===== src/shared/quad_defs.vh =====
`ifndef QUAD_DEFS_VH
`define QUAD_DEFS_VH

// ***************************************************
// evaluation modes
// ***************************************************
`define EVAL_SINGLE    2'h0
`define EVAL_DOUBLE    2'h1
`define EVAL_QUAD      2'h2

// ***************************************************
// diagnostic byte layout
// ***************************************************
`define DIAG_SYNC_BIT  0
`define DIAG_S1_BIT    1
`define DIAG_S2_BIT    2
`define DIAG_OVF_BIT   3
`define DIAG_RESET     8'h00

// ***************************************************
// input image byte positions
// ***************************************************
`define IMG_DIAG_BYTE  1
`define IMG_HIGH_BYTE  2
`define IMG_LOW_BYTE   3

// ***************************************************
// reset values and ranges
// ***************************************************
`define COUNT_RESET    16'h0000
`define SETPOINT_RESET 16'h0000
`define COUNT_MAX      17'h07fff
`define COUNT_MIN      17'h18000

`endif


===== src/rtl/pin_sync.v =====
`timescale 1ns/1ns
module pin_sync #(
	parameter WIDTH = 4
) (
	// clock and reset
	input  wire             clk,
	input  wire             nrst,
	// raw pins and synchronised copy
	input  wire [WIDTH-1:0] pin_in,
	output reg  [WIDTH-1:0] pin_out
);

	reg [WIDTH-1:0] stage;

	// two flops per pin; only the second stage is ever read
	always @(posedge clk or negedge nrst) begin
		if (!nrst) begin
			stage   <= {WIDTH{1'b0}};
			pin_out <= {WIDTH{1'b0}};
		end else begin
			stage   <= pin_in;
			pin_out <= stage;
		end
	end

endmodule


===== src/rtl/quad_step.v =====
`timescale 1ns/1ns
`include "quad_defs.vh"
module quad_step (
	// clock and reset
	input  wire       clk,
	input  wire       nrst,
	// synchronised phases and mode
	input  wire       phase_a,
	input  wire       phase_b,
	input  wire [1:0] eval_mode,
	// decoded motion
	output reg        step_up,
	output reg        step_down
);

	reg a_d;
	reg b_d;
	reg next_up;
	reg next_down;

	// previous phase levels for edge detection
	always @(posedge clk or negedge nrst) begin
		if (!nrst) begin
			a_d <= 1'b0;
			b_d <= 1'b0;
		end else begin
			a_d <= phase_a;
			b_d <= phase_b;
		end
	end

	// direction from which phase leads; a rising, b low means up
	always @* begin
		next_up   = 1'b0;
		next_down = 1'b0;
		case (eval_mode)
			`EVAL_SINGLE: begin
				next_up   = phase_a & ~a_d & ~phase_b;
				next_down = ~phase_a & a_d & ~phase_b;
			end
			`EVAL_DOUBLE: begin
				next_up   = (phase_a ^ a_d) & (phase_a ^ phase_b);
				next_down = (phase_a ^ a_d) & ~(phase_a ^ phase_b);
			end
			default: begin
				// quadruple: every edge of either phase
				next_up   = ((phase_a ^ a_d) & (phase_a ^ phase_b))
					| ((phase_b ^ b_d) & ~(phase_a ^ phase_b));
				next_down = ((phase_a ^ a_d) & ~(phase_a ^ phase_b))
					| ((phase_b ^ b_d) & (phase_a ^ phase_b));
			end
		endcase
		// a simultaneous change on both phases is a lost step, not a count
		if ((phase_a ^ a_d) & (phase_b ^ b_d)) begin
			next_up   = 1'b0;
			next_down = 1'b0;
		end
	end

	// registered step pulses
	always @(posedge clk or negedge nrst) begin
		if (!nrst) begin
			step_up   <= 1'b0;
			step_down <= 1'b0;
		end else begin
			step_up   <= next_up;
			step_down <= next_down;
		end
	end

endmodule


===== src/rtl/quadrature_position_decoder.v =====
`timescale 1ns/1ns
`include "quad_defs.vh"
// What this block does
// direction from phase relation of encoder
// signed 16-bit position counter
// single, double or quadruple evaluation
// controller supplies signed 16-bit setpoints
// setpoint taken at once when unreached
// setpoint pending until enable rises when reached
// sync clears count, sets sync bit 0
// sync clears overflow bit 3
// arm only on reference rising edge
// sync needs up movement while reference high
// first reference pulse after arming synchronises
// after reference falls, up syncs, down aborts
// controller should mask reference after approach
// count up for positive, down for negative
// enable rising edge arms both outputs
// output sets on sync, no overflow, enable, match
// setpoint one drives output one, two two
// enable low clears outputs and reached bits
// set output holds until enable low
// count reported as two's complement
// outputs reset when controller leaves run
// overflow sets bit 3 and blocks switching
// reached bits at diagnostic bits 1, 2
// image bytes: 1 diag, 2 high, 3 low
// edges counted per evaluation mode
module quadrature_position_decoder (
	// clock and reset
	input  wire        clk,
	input  wire        nrst,
	// encoder and switch pins
	input  wire        phase_a,
	input  wire        phase_b,
	input  wire        ref_pulse,
	input  wire        ref_signal,
	input  wire        enable_in,
	// configuration
	input  wire [1:0]  eval_mode,
	input  wire        ctrl_run,
	// output image from the controller
	input  wire [15:0] setpoint1_in,
	input  wire        setpoint1_wr,
	input  wire [15:0] setpoint2_in,
	input  wire        setpoint2_wr,
	// switched outputs
	output reg         out1,
	output reg         out2,
	// input image to the controller
	output reg  [31:0] input_image,
	output wire [7:0]  diag_byte,
	output reg  [15:0] count
);

	// ***************************************************
	// synchronisation of pins
	// ***************************************************
	localparam ST_IDLE  = 4'h1;
	localparam ST_HIGH  = 4'h2;
	localparam ST_MOVED = 4'h4;
	localparam ST_LOW   = 4'h8;

	wire [4:0] pins_s;
	wire       a_s;
	wire       b_s;
	wire       refp_s;
	wire       refs_s;
	wire       en_s;
	wire       step_up;
	wire       step_down;

	pin_sync #(
		.WIDTH(5)
	) u_sync (
		.clk     (clk),
		.nrst    (nrst),
		.pin_in  ({enable_in, ref_signal, ref_pulse, phase_b, phase_a}),
		.pin_out (pins_s)
	);

	assign a_s    = pins_s[0];
	assign b_s    = pins_s[1];
	assign refp_s = pins_s[2];
	assign refs_s = pins_s[3];
	assign en_s   = pins_s[4];

	quad_step u_step (
		.clk       (clk),
		.nrst      (nrst),
		.phase_a   (a_s),
		.phase_b   (b_s),
		.eval_mode (eval_mode),
		.step_up   (step_up),
		.step_down (step_down)
	);

	// ***************************************************
	// edge detection
	// ***************************************************
	reg refs_d;
	reg refp_d;
	reg en_d;
	reg ref_seen_low;
	reg [1:0] settle;

	wire ref_rise = refs_s & ~refs_d;
	wire ref_fall = ~refs_s & refs_d;
	wire pulse_rise = refp_s & ~refp_d;
	wire en_rise = en_s & ~en_d;

	// ref_seen_low stops a reference already high at power-up from arming
	always @(posedge clk or negedge nrst) begin
		if (!nrst) begin
			refs_d       <= 1'b1;
			refp_d       <= 1'b0;
			en_d         <= 1'b0;
			ref_seen_low <= 1'b0;
			settle       <= 2'h0;
		end else begin
			refs_d <= refs_s;
			refp_d <= refp_s;
			en_d   <= en_s;
			settle <= {settle[0], 1'b1};
			// the synchroniser reads low until filled, so its low is not trusted before
			if (!refs_s && settle[1])
				ref_seen_low <= 1'b1;
		end
	end

	// ***************************************************
	// reference approach state machine
	// ***************************************************
	reg [3:0] ref_state;
	reg [3:0] next_ref_state;
	reg       do_sync;

	// pulse only counts once up movement is known, inside or after the signal
	always @* begin
		next_ref_state = ref_state;
		do_sync        = 1'b0;
		case (ref_state)
			ST_IDLE: begin
				if (ref_rise && ref_seen_low)
					next_ref_state = ST_HIGH;
			end
			ST_HIGH: begin
				if (ref_fall)
					next_ref_state = ST_LOW;
				else if (step_up)
					next_ref_state = ST_MOVED;
			end
			ST_MOVED: begin
				if (pulse_rise) begin
					do_sync        = 1'b1;
					next_ref_state = ST_IDLE;
				end else if (ref_fall) begin
					next_ref_state = ST_LOW;
				end
			end
			ST_LOW: begin
				if (step_down)
					next_ref_state = ST_IDLE;
				else if (pulse_rise && step_up) begin
					do_sync        = 1'b1;
					next_ref_state = ST_IDLE;
				end else if (step_up)
					next_ref_state = ST_MOVED;
			end
			default: begin
				next_ref_state = ST_IDLE;
			end
		endcase
		// a fresh rising edge re-arms for the next approach
		if (ref_rise && ref_seen_low && !do_sync)
			next_ref_state = ST_HIGH;
	end

	always @(posedge clk or negedge nrst) begin
		if (!nrst)
			ref_state <= ST_IDLE;
		else
			ref_state <= next_ref_state;
	end

	// ***************************************************
	// position counter and flags
	// ***************************************************
	reg         sync_flag;
	reg         ovf_flag;
	wire [16:0] count_ext = {count[15], count};
	wire [16:0] count_next = step_up ? count_ext + 17'h00001
		: count_ext - 17'h00001;
	wire        leaves = (step_up && count == 16'h7fff)
		|| (step_down && count == 16'h8000);

	// wraps on overflow and keeps counting; flag needs a fresh sync to clear
	always @(posedge clk or negedge nrst) begin
		if (!nrst) begin
			count     <= `COUNT_RESET;
			sync_flag <= 1'b0;
			ovf_flag  <= 1'b0;
		end else begin
			if (do_sync) begin
				count     <= `COUNT_RESET;
				sync_flag <= 1'b1;
				ovf_flag  <= 1'b0;
			end else if (step_up ^ step_down) begin
				count <= count_next[15:0];
				if (leaves)
					ovf_flag <= 1'b1;
			end
		end
	end

	// ***************************************************
	// setpoints
	// ***************************************************
	reg [15:0] sp1;
	reg [15:0] sp2;
	reg [15:0] sp1_pend;
	reg [15:0] sp2_pend;
	reg        sp1_has;
	reg        sp2_has;
	reg        reach1;
	reg        reach2;

	// while reached, new values wait for an enable rising edge
	always @(posedge clk or negedge nrst) begin
		if (!nrst) begin
			sp1      <= `SETPOINT_RESET;
			sp2      <= `SETPOINT_RESET;
			sp1_pend <= `SETPOINT_RESET;
			sp2_pend <= `SETPOINT_RESET;
			sp1_has  <= 1'b0;
			sp2_has  <= 1'b0;
		end else begin
			// a direct write drops any stale pending value
			if (setpoint1_wr && !reach1) begin
				sp1     <= setpoint1_in;
				sp1_has <= 1'b0;
			end else if (setpoint1_wr) begin
				sp1_pend <= setpoint1_in;
				sp1_has  <= 1'b1;
			end else if (en_rise && sp1_has) begin
				sp1     <= sp1_pend;
				sp1_has <= 1'b0;
			end
			if (setpoint2_wr && !reach2) begin
				sp2     <= setpoint2_in;
				sp2_has <= 1'b0;
			end else if (setpoint2_wr) begin
				sp2_pend <= setpoint2_in;
				sp2_has  <= 1'b1;
			end else if (en_rise && sp2_has) begin
				sp2     <= sp2_pend;
				sp2_has <= 1'b0;
			end
		end
	end

	// ***************************************************
	// switched outputs
	// ***************************************************
	reg  armed;
	wire allow = sync_flag && !ovf_flag && en_s && armed && ctrl_run;

	// latched outputs; only enable low or leaving run clears them
	always @(posedge clk or negedge nrst) begin
		if (!nrst) begin
			armed  <= 1'b0;
			reach1 <= 1'b0;
			reach2 <= 1'b0;
			out1   <= 1'b0;
			out2   <= 1'b0;
		end else if (!en_s || !ctrl_run) begin
			armed  <= 1'b0;
			reach1 <= 1'b0;
			reach2 <= 1'b0;
			out1   <= 1'b0;
			out2   <= 1'b0;
		end else begin
			if (en_rise)
				armed <= 1'b1;
			if (allow && count == sp1) begin
				reach1 <= 1'b1;
				out1   <= 1'b1;
			end
			if (allow && count == sp2) begin
				reach2 <= 1'b1;
				out2   <= 1'b1;
			end
		end
	end

	// ***************************************************
	// input image
	// ***************************************************
	assign diag_byte = {4'h0, ovf_flag, reach2, reach1, sync_flag};

	// byte 0 reads zero; count is already two's complement
	always @(posedge clk or negedge nrst) begin
		if (!nrst)
			input_image <= 32'h00000000;
		else
			input_image <= {8'h00, diag_byte, count};
	end

endmodule


===== config.mk =====
export PLATFORM = sky130hd
export DESIGN_NAME = quadrature_position_decoder
export DESIGN_NICKNAME = d
export VERILOG_FILES = /design/src/rtl/pin_sync.v /design/src/rtl/quad_step.v /design/src/rtl/quadrature_position_decoder.v
export VERILOG_INCLUDE_DIRS = /design/src /design/src/shared
export SDC_FILE = /design/constraint.sdc
export NUM_CORES = 1
export LEC_CHECK = 0
export BUFFER_PORTS_ARGS = -buffer_cell sky130_fd_sc_hd__buf_4
export CAP_MARGIN = 5
export CORE_ASPECT_RATIO = 1.5
export CORE_MARGIN = 3
export CORE_UTILIZATION = 45
export DETAILED_ROUTE_END_ITERATION = 6
export GPL_TIMING_DRIVEN = 0
export PLACE_DENSITY = 0.66
export SLEW_MARGIN = 0
export SYNTH_ARGS = -nofsm -noshare
export SYNTH_HDL_FRONTEND = slang
export SYNTH_SLANG_ARGS = --single-unit

===== constraint.sdc =====
create_clock -name clk -period 3.5 [get_ports clk]
set_clock_uncertainty 0.15 [all_clocks]
set_input_delay 1.05 -clock clk [delete_from_list [all_inputs] [get_ports clk]]
set_output_delay 1.05 -clock clk [all_outputs]
set_load 0.02 [all_outputs]

# Word-level counts from Yosys, hierarchy flattened
# Cells that the tools add are included.
[totals]
ff_bits = 131
output_inout_bits = 58
[op_classes]
n_bitwise = 29
addsub = 2
reduce_logical = 41
n_eq_ne = 13
muxes = 41
[op_table]
columns = ["cell", "count"]
rows = [
  ["$mux W16", 9],
  ["$eq A16 B16 Y1", 2],
  ["$mux W4", 8],
  ["$mux W1", 20],
  ["$add A16 B2 Y16 const B", 1],
  ["$eq A16 B15 Y1 const B", 1],
  ["$eq A16 B16 Y1 const B", 1],
  ["$logic_and A1 B1 Y1", 16],
  ["$pmux W4 S4", 1],
  ["$sub A16 B2 Y16 const B", 1],
  ["$reduce_bool A2 Y1", 7],
  ["$and A1 B1 Y1", 13],
  ["$reduce_and A2 Y1", 6],
  ["$not A1 Y1", 10],
  ["$logic_not A1 Y1", 7],
  ["$pmux W1 S2", 3],
  ["$reduce_bool A3 Y1", 2],
  ["$eq A4 B1 Y1 const B", 1],
  ["$eq A4 B2 Y1 const B", 1],
  ["$eq A4 B3 Y1 const B", 1],
  ["$eq A4 B4 Y1 const B", 1],
  ["$ne A2 B1 Y1 const B", 2],
  ["$ne A4 B4 Y1 const B", 1],
  ["$xor A1 B1 Y1", 4],
  ["5 further kinds", 7],
]

# Longest topological paths before layout
[logic_depth]
word_depth = 10
depth_mapped = 9
depth_no_buf = 8

# Cells and area by module
# A second synthesis with hierarchy kept.
[hier_totals]
hier_cells = 552
hier_area_um2 = 6311.1
[by_module_without_submodules]
columns = ["module", "instances", "cells_per_inst", "area_each_um2"]
rows = [
  ["quadrature_position_decoder", 1, 514, 5776.8],
  ["quad_step", 1, 28, 284.0],
  ["pin_sync", 1, 10, 250.2],
]

# Worst setup path before layout
# No wires, ideal clock.
[synth_path]
kind = "reg2reg"
from = "register u_step.step_up"
to = "register count[12]"
arrival_ns = 2.262
path_stages_with_launch = 10
setup_slack_ns = 0.967
path_cell_list = "dfrtp_1 buf_4 inv_1 ha_1 a21o_1 o21bai_1 nand3_1 a21oi_1 or3_1 a32o_1"
[synth_via]
elab_chain_cells = 5
word_cells_on_any_way = 9
classes_between = "mux: 6; bitwise: 1; reduce/logical: 2"
[synth_lines]
columns = ["item", "line_no", "source"]
rows = [
  ["start, declared", "quad_step.v:12", "output reg step_up,"],
  ["start signal, assigned", "quad_step.v:66", "step_up <= next_up;"],
  ["$logic_and A1 B1 Y1", "quadrature_position_decoder.v:164", "else if (pulse_rise && step_up) begin"],
  ["$mux W1", "quadrature_position_decoder.v:164", ""],
  ["$mux W1", "quadrature_position_decoder.v:162", "if (step_down)"],
  ["$pmux W1 S2", "quadrature_position_decoder.v:142", "case (ref_state)"],
  ["$mux W16 or $reduce_bool A2 Y1 (tied branches)", "--", ""],
  ["end signal, assigned", "quadrature_position_decoder.v:200", "count <= `COUNT_RESET;"],
  ["end signal, assigned", "quadrature_position_decoder.v:205", "count <= `COUNT_RESET;"],
  ["end signal, assigned", "quadrature_position_decoder.v:209", "count <= count_next[15:0];"],
  ["end, declared", "quadrature_position_decoder.v:53", "output reg [15:0] count"],
]
# Several ways; a longest one is shown, not always the timed one. The select of a mux whose other input is x is not followed.
# A chain may end at the register's enable or synchronous reset.

# Final worst setup path
# Same ends and word-level chain as after synthesis.

==> summary.md <==
| Metric | Value |
|---|---|
| Remaining max-slew budget at the tightest pin | 53.4% |
| Share of synthesized registers carrying an async set or reset | 100% |
| Vias after detailed routing | 4664 |
| Total negative slack for setup checks | 0 ps |
| Post-route DRC | 0 |
| Internal power contribution | 4.03 mW |
| Netlist cell types | 59 |
| Clk sinks | 131 |
| Synthesized area per cell | 11.0 µm² |
| R2r setup slk | 510 ps |
| Weighted congestion reported at the end of routability-driven placement | 0.869 |
| Min Clock Period, post-route | 2990 ps |
| Antenna diode instance count | 0 |
| Via-per-instance ratio | 5.37 |
| Slew at the pin closest to its max-slew limit | 699 ps |
| Critical path class | flop to flop |
| Portion of total power attributed to the clock network | 31.1% |
| Setup repair after global routing missed its margin | no |
| Aggregate routed wire length | 14400 µm |
| FMAX | 0.335 GHz |
| Total instance count after detailed placement | 837 |
| Buffer count from post-CTS setup fixing | 0 |
| Hold-fix buffer count after cts | 0 |
| Ys Warns | 0 |
| Largest delay share family, worst path | compound AO/OA/AOI/OAI gates |
| Required @ worst endpoint | 3650 ps |
| Maximum number of pins on one net before global-route repair | 102 |
| Number of buffers inserted during clock tree synthesis | 17 |
| Net switching power | 2.28 mW |
| Worst hold-check path type | flop to flop |
| Combinational cell fraction of total power | 34.3% |
| DIE HEIGHT | 151 µm |
| Final setup fails | 0 |
| HPWL after detailed placement | 10200 µm |
| Part of the power in registers | 34.5% |
| Fraction of final layout cells with drive strength greater than 1 | 27.0% |
| Pwr per Cell Area | 798 nW/µm² |
| Longest individual stage delay on the worst path | 520 ps |
| Kind of capture point of the worst setup path | flop |
| Clock-pin slew reported for the worst setup and hold paths after clock tree synthesis | 60 ps |
| CTS Root Buffer Type | clkbuf_16 |
| Non-filler cells, final | 869 |
| Count of pins over their slew limit | 0 |
| Post-synth EDFFs | 0 |
| Placed standard-cell area | 7250 µm² |
| TritonCTS clock tree | done |
| Number of detailed-route iterations in the first pass | 4 |
| Count of nets after finishing | 755 |
| Buffer and inverter count on the worst path | 2 |
| Area overhead of the layout relative to synthesis | 25.0% |
| Ys flop type | dfrtp_1 |
| Crit-path cells | buf_4 -> inv_1 -> ha_1 -> and3_1 -> a31oi_1 -> a21oi_1 -> or3_1 -> a32o_1 |
| Crit path DAT | 3140 ps |
| First-pass GRT wire length | 23700 µm |
| Num rows | 52 |
| Antenna violations before repair | 0 |
| Max cap viols | 0 |
| Flip-flop and latch count after synthesis | 131 |
| Count of instances resized after the clock tree is built | 0 |
| Final Instance Area | 7910 µm² |
| Synth Cell Area | 6330 µm² |
| Core area | 13600 µm² |
| Critical-path top delay cell | inv_1 |
| Number of nets with antenna violations after detailed routing | 0 |
| Average routed wire per standard cell | 16.6 µm |
| Worst-skew pair later-pin latency | 410 ps |
| Total congestion overflow | 0 |
| Startpoint type of the worst setup path | flop |
| Number of global-route vias before repair | 4763 |
| Worst-path maximum fanout | 18 |
| Top-level I/O count | 102 |
| Port bufs | 85 |
| Final Hold Vio Count | 0 |
| Lkg Pwr | 3.86 nW |
| Initial standard-cell utilization of the core | 46.5% |
| Drt initial violations | 220 |
| Peak supply drop | 0.378 mV |
| Switching fraction of total power | 36.2% |
| Number of H-tree levels | 4 |
| Sequential share of the synthesized area | 51.9% |
| Share of the clock period used by the worst path | 85.4% |
| Total global routing track utilization | 19.7% |
| Floorplan die area | 15500 µm² |
| Number of instances in the synthesized netlist | 574 |
| Maximum buffer depth of the clock tree | 2 |
| Number of fill cells | 1156 |
| Outcome | finished, final reports clean |
| Die Width | 103 µm |
-- cells in the mapped netlist (8+ instances only) --
library cell / instances / area, µm²
a21oi_1: 23 / 115
buf_4: 22 / 165
clkbuf_1: 12 / 45.0
dfrtp_1: 129 / 3230
ha_1: 16 / 200
inv_1: 14 / 52.6
mux2_2: 32 / 360
mux2i_1: 32 / 320
nand2_1: 67 / 251
nor2_1: 12 / 45.0
nor4_1: 8 / 50.1
o21ai_0: 55 / 275
xnor2_1: 15 / 131
xor2_1: 30 / 263
-- layout make-up --
type	instances	area, µm²	share of cell area, %
clock inverters	14	225	2.85
multi-input cells	406	2810	35.5
plain buffers	38	243	3.07
repair buffers	86	669	8.46
flip-flops and latches	131	3280	41.5
well taps	162	203	2.56
inverters	14	52.6	0.664
clock buffers	18	429	5.43
-- cells in the final DEF (no fill, tap or decap), types with 3 or more instances in the layout --
cell type   Yosys  layout
nand3_1         6       6
inv_6           0       4
o21ai_0        55      55
o22ai_1         5       5
o21a_1          4       4
o21bai_1        3       3
mux2_2         32      32
clkinvlp_4      0       3
clkbuf_1       12      13
nand2b_1        3       3
nand4_1         7       7
nor2b_1         3       3
inv_1          14      14
ha_1           16      16
nor3_1          7       7
nor2_1         12      12
nand2_1        67      67
o31ai_1         4       4
buf_4          22     106
a21oi_1        23      23
xor2_1         30      30
xnor2_1        15      15
mux2i_1        32      32
dfrtp_1       129     129
and2_1          6       6
conb_1          2      17
clkbuf_16       0      17
a211oi_1        6       6
nor4_1          8       8
a21o_1          4       4
bufinv_16       0       5
a31oi_1         4       4
buf_6           2       3
-- cells by family (layout without fill, tap and decap cells) --
kind of cell | count (synthesis) | in the layout | share of synthesized area [%]
adders and majority gates | 17 | 17 | 3.48
DFF | 131 | 131 | 51.9
muxes | 64 | 64 | 10.8
other | 2 | 17 | 0.119
buffers and inverters | 52 | 170 | 4.67
and+or+nand+nor | 134 | 134 | 10.3
AOI/OAI and AO/OA | 129 | 129 | 12.6
xor gates and xnor gates | 45 | 45 | 6.23
-- metrics by stage --
stage	total power [mW]	setup WS (ps)	hold WS [ps]	utilization, %
after global routing	6.68	365	202	58.2
after floorplan	3.56	967	181	-
after CTS	6.34	535	194	58.2
final	6.31	512	199	58.2
after global placement	4.30	562	183	53.1
after detailed placement	4.37	550	186	53.3
-- power groups by stage --
stage               Combinational [mW]  Clock (mW)  Sequential (mW)
floorplan                         1.28           0             2.28
global placement                  2.10           0             2.20
detailed placement                2.15           0             2.22
CTS                               2.17        1.99             2.19
global route                      2.41        2.05             2.22
finish                            2.17        1.96             2.18
-- worst paths after layout --
| kind | start | cells past startpoint | end |
|---|---|---|---|
| min | settle[0]$_DFF_PN0_ | 0 | settle[1]$_DFF_PN0_ |
| min in group asynchronous | nrst | 1 | u_sync.pin_out[3]$_DFF_PN0_ |
| max | u_step.step_up$_DFF_PN0_ | 8 | count[12]$_DFFE_PN0P_ |
| max reg2reg | u_step.step_up$_DFF_PN0_ | 8 | count[12]$_DFFE_PN0P_ |
| min reg2reg | settle[0]$_DFF_PN0_ | 0 | settle[1]$_DFF_PN0_ |
| max in group asynchronous | nrst | 2 | sp2[5]$_DFFE_PN0P_ |
-- metal layers --
layer	part of all wire (%)	wire length, µm	track usage [%]
met2	53	7680	34.0
met3	5.6	801	3.55
met1	40	5720	24.8
met5	0	0	0
met4	1.3	191	6.42
-- registers in the layout, summed over array words and instances, names as in the netlist, 2 cells and up --
signal,count
sp2,16
u_sync.stage,5
settle,2
ref_state,4
sp2_pend,16
input_image,20
sp1,16
count,16
u_sync.pin_out,5
sp1_pend,16
-- worst reg2reg max path, delay by kind of cell (launching register included) --
kind / cells / cell delay [ps]
AO/OA/AOI/OAI: 3 / 720
adder cells (fa/ha/maj): 1 / 420
flip-flops: 1 / 360
AND/OR/NAND/NOR: 2 / 550
buffers and inverters: 2 / 690
Power figures use the tool's default switching activity.
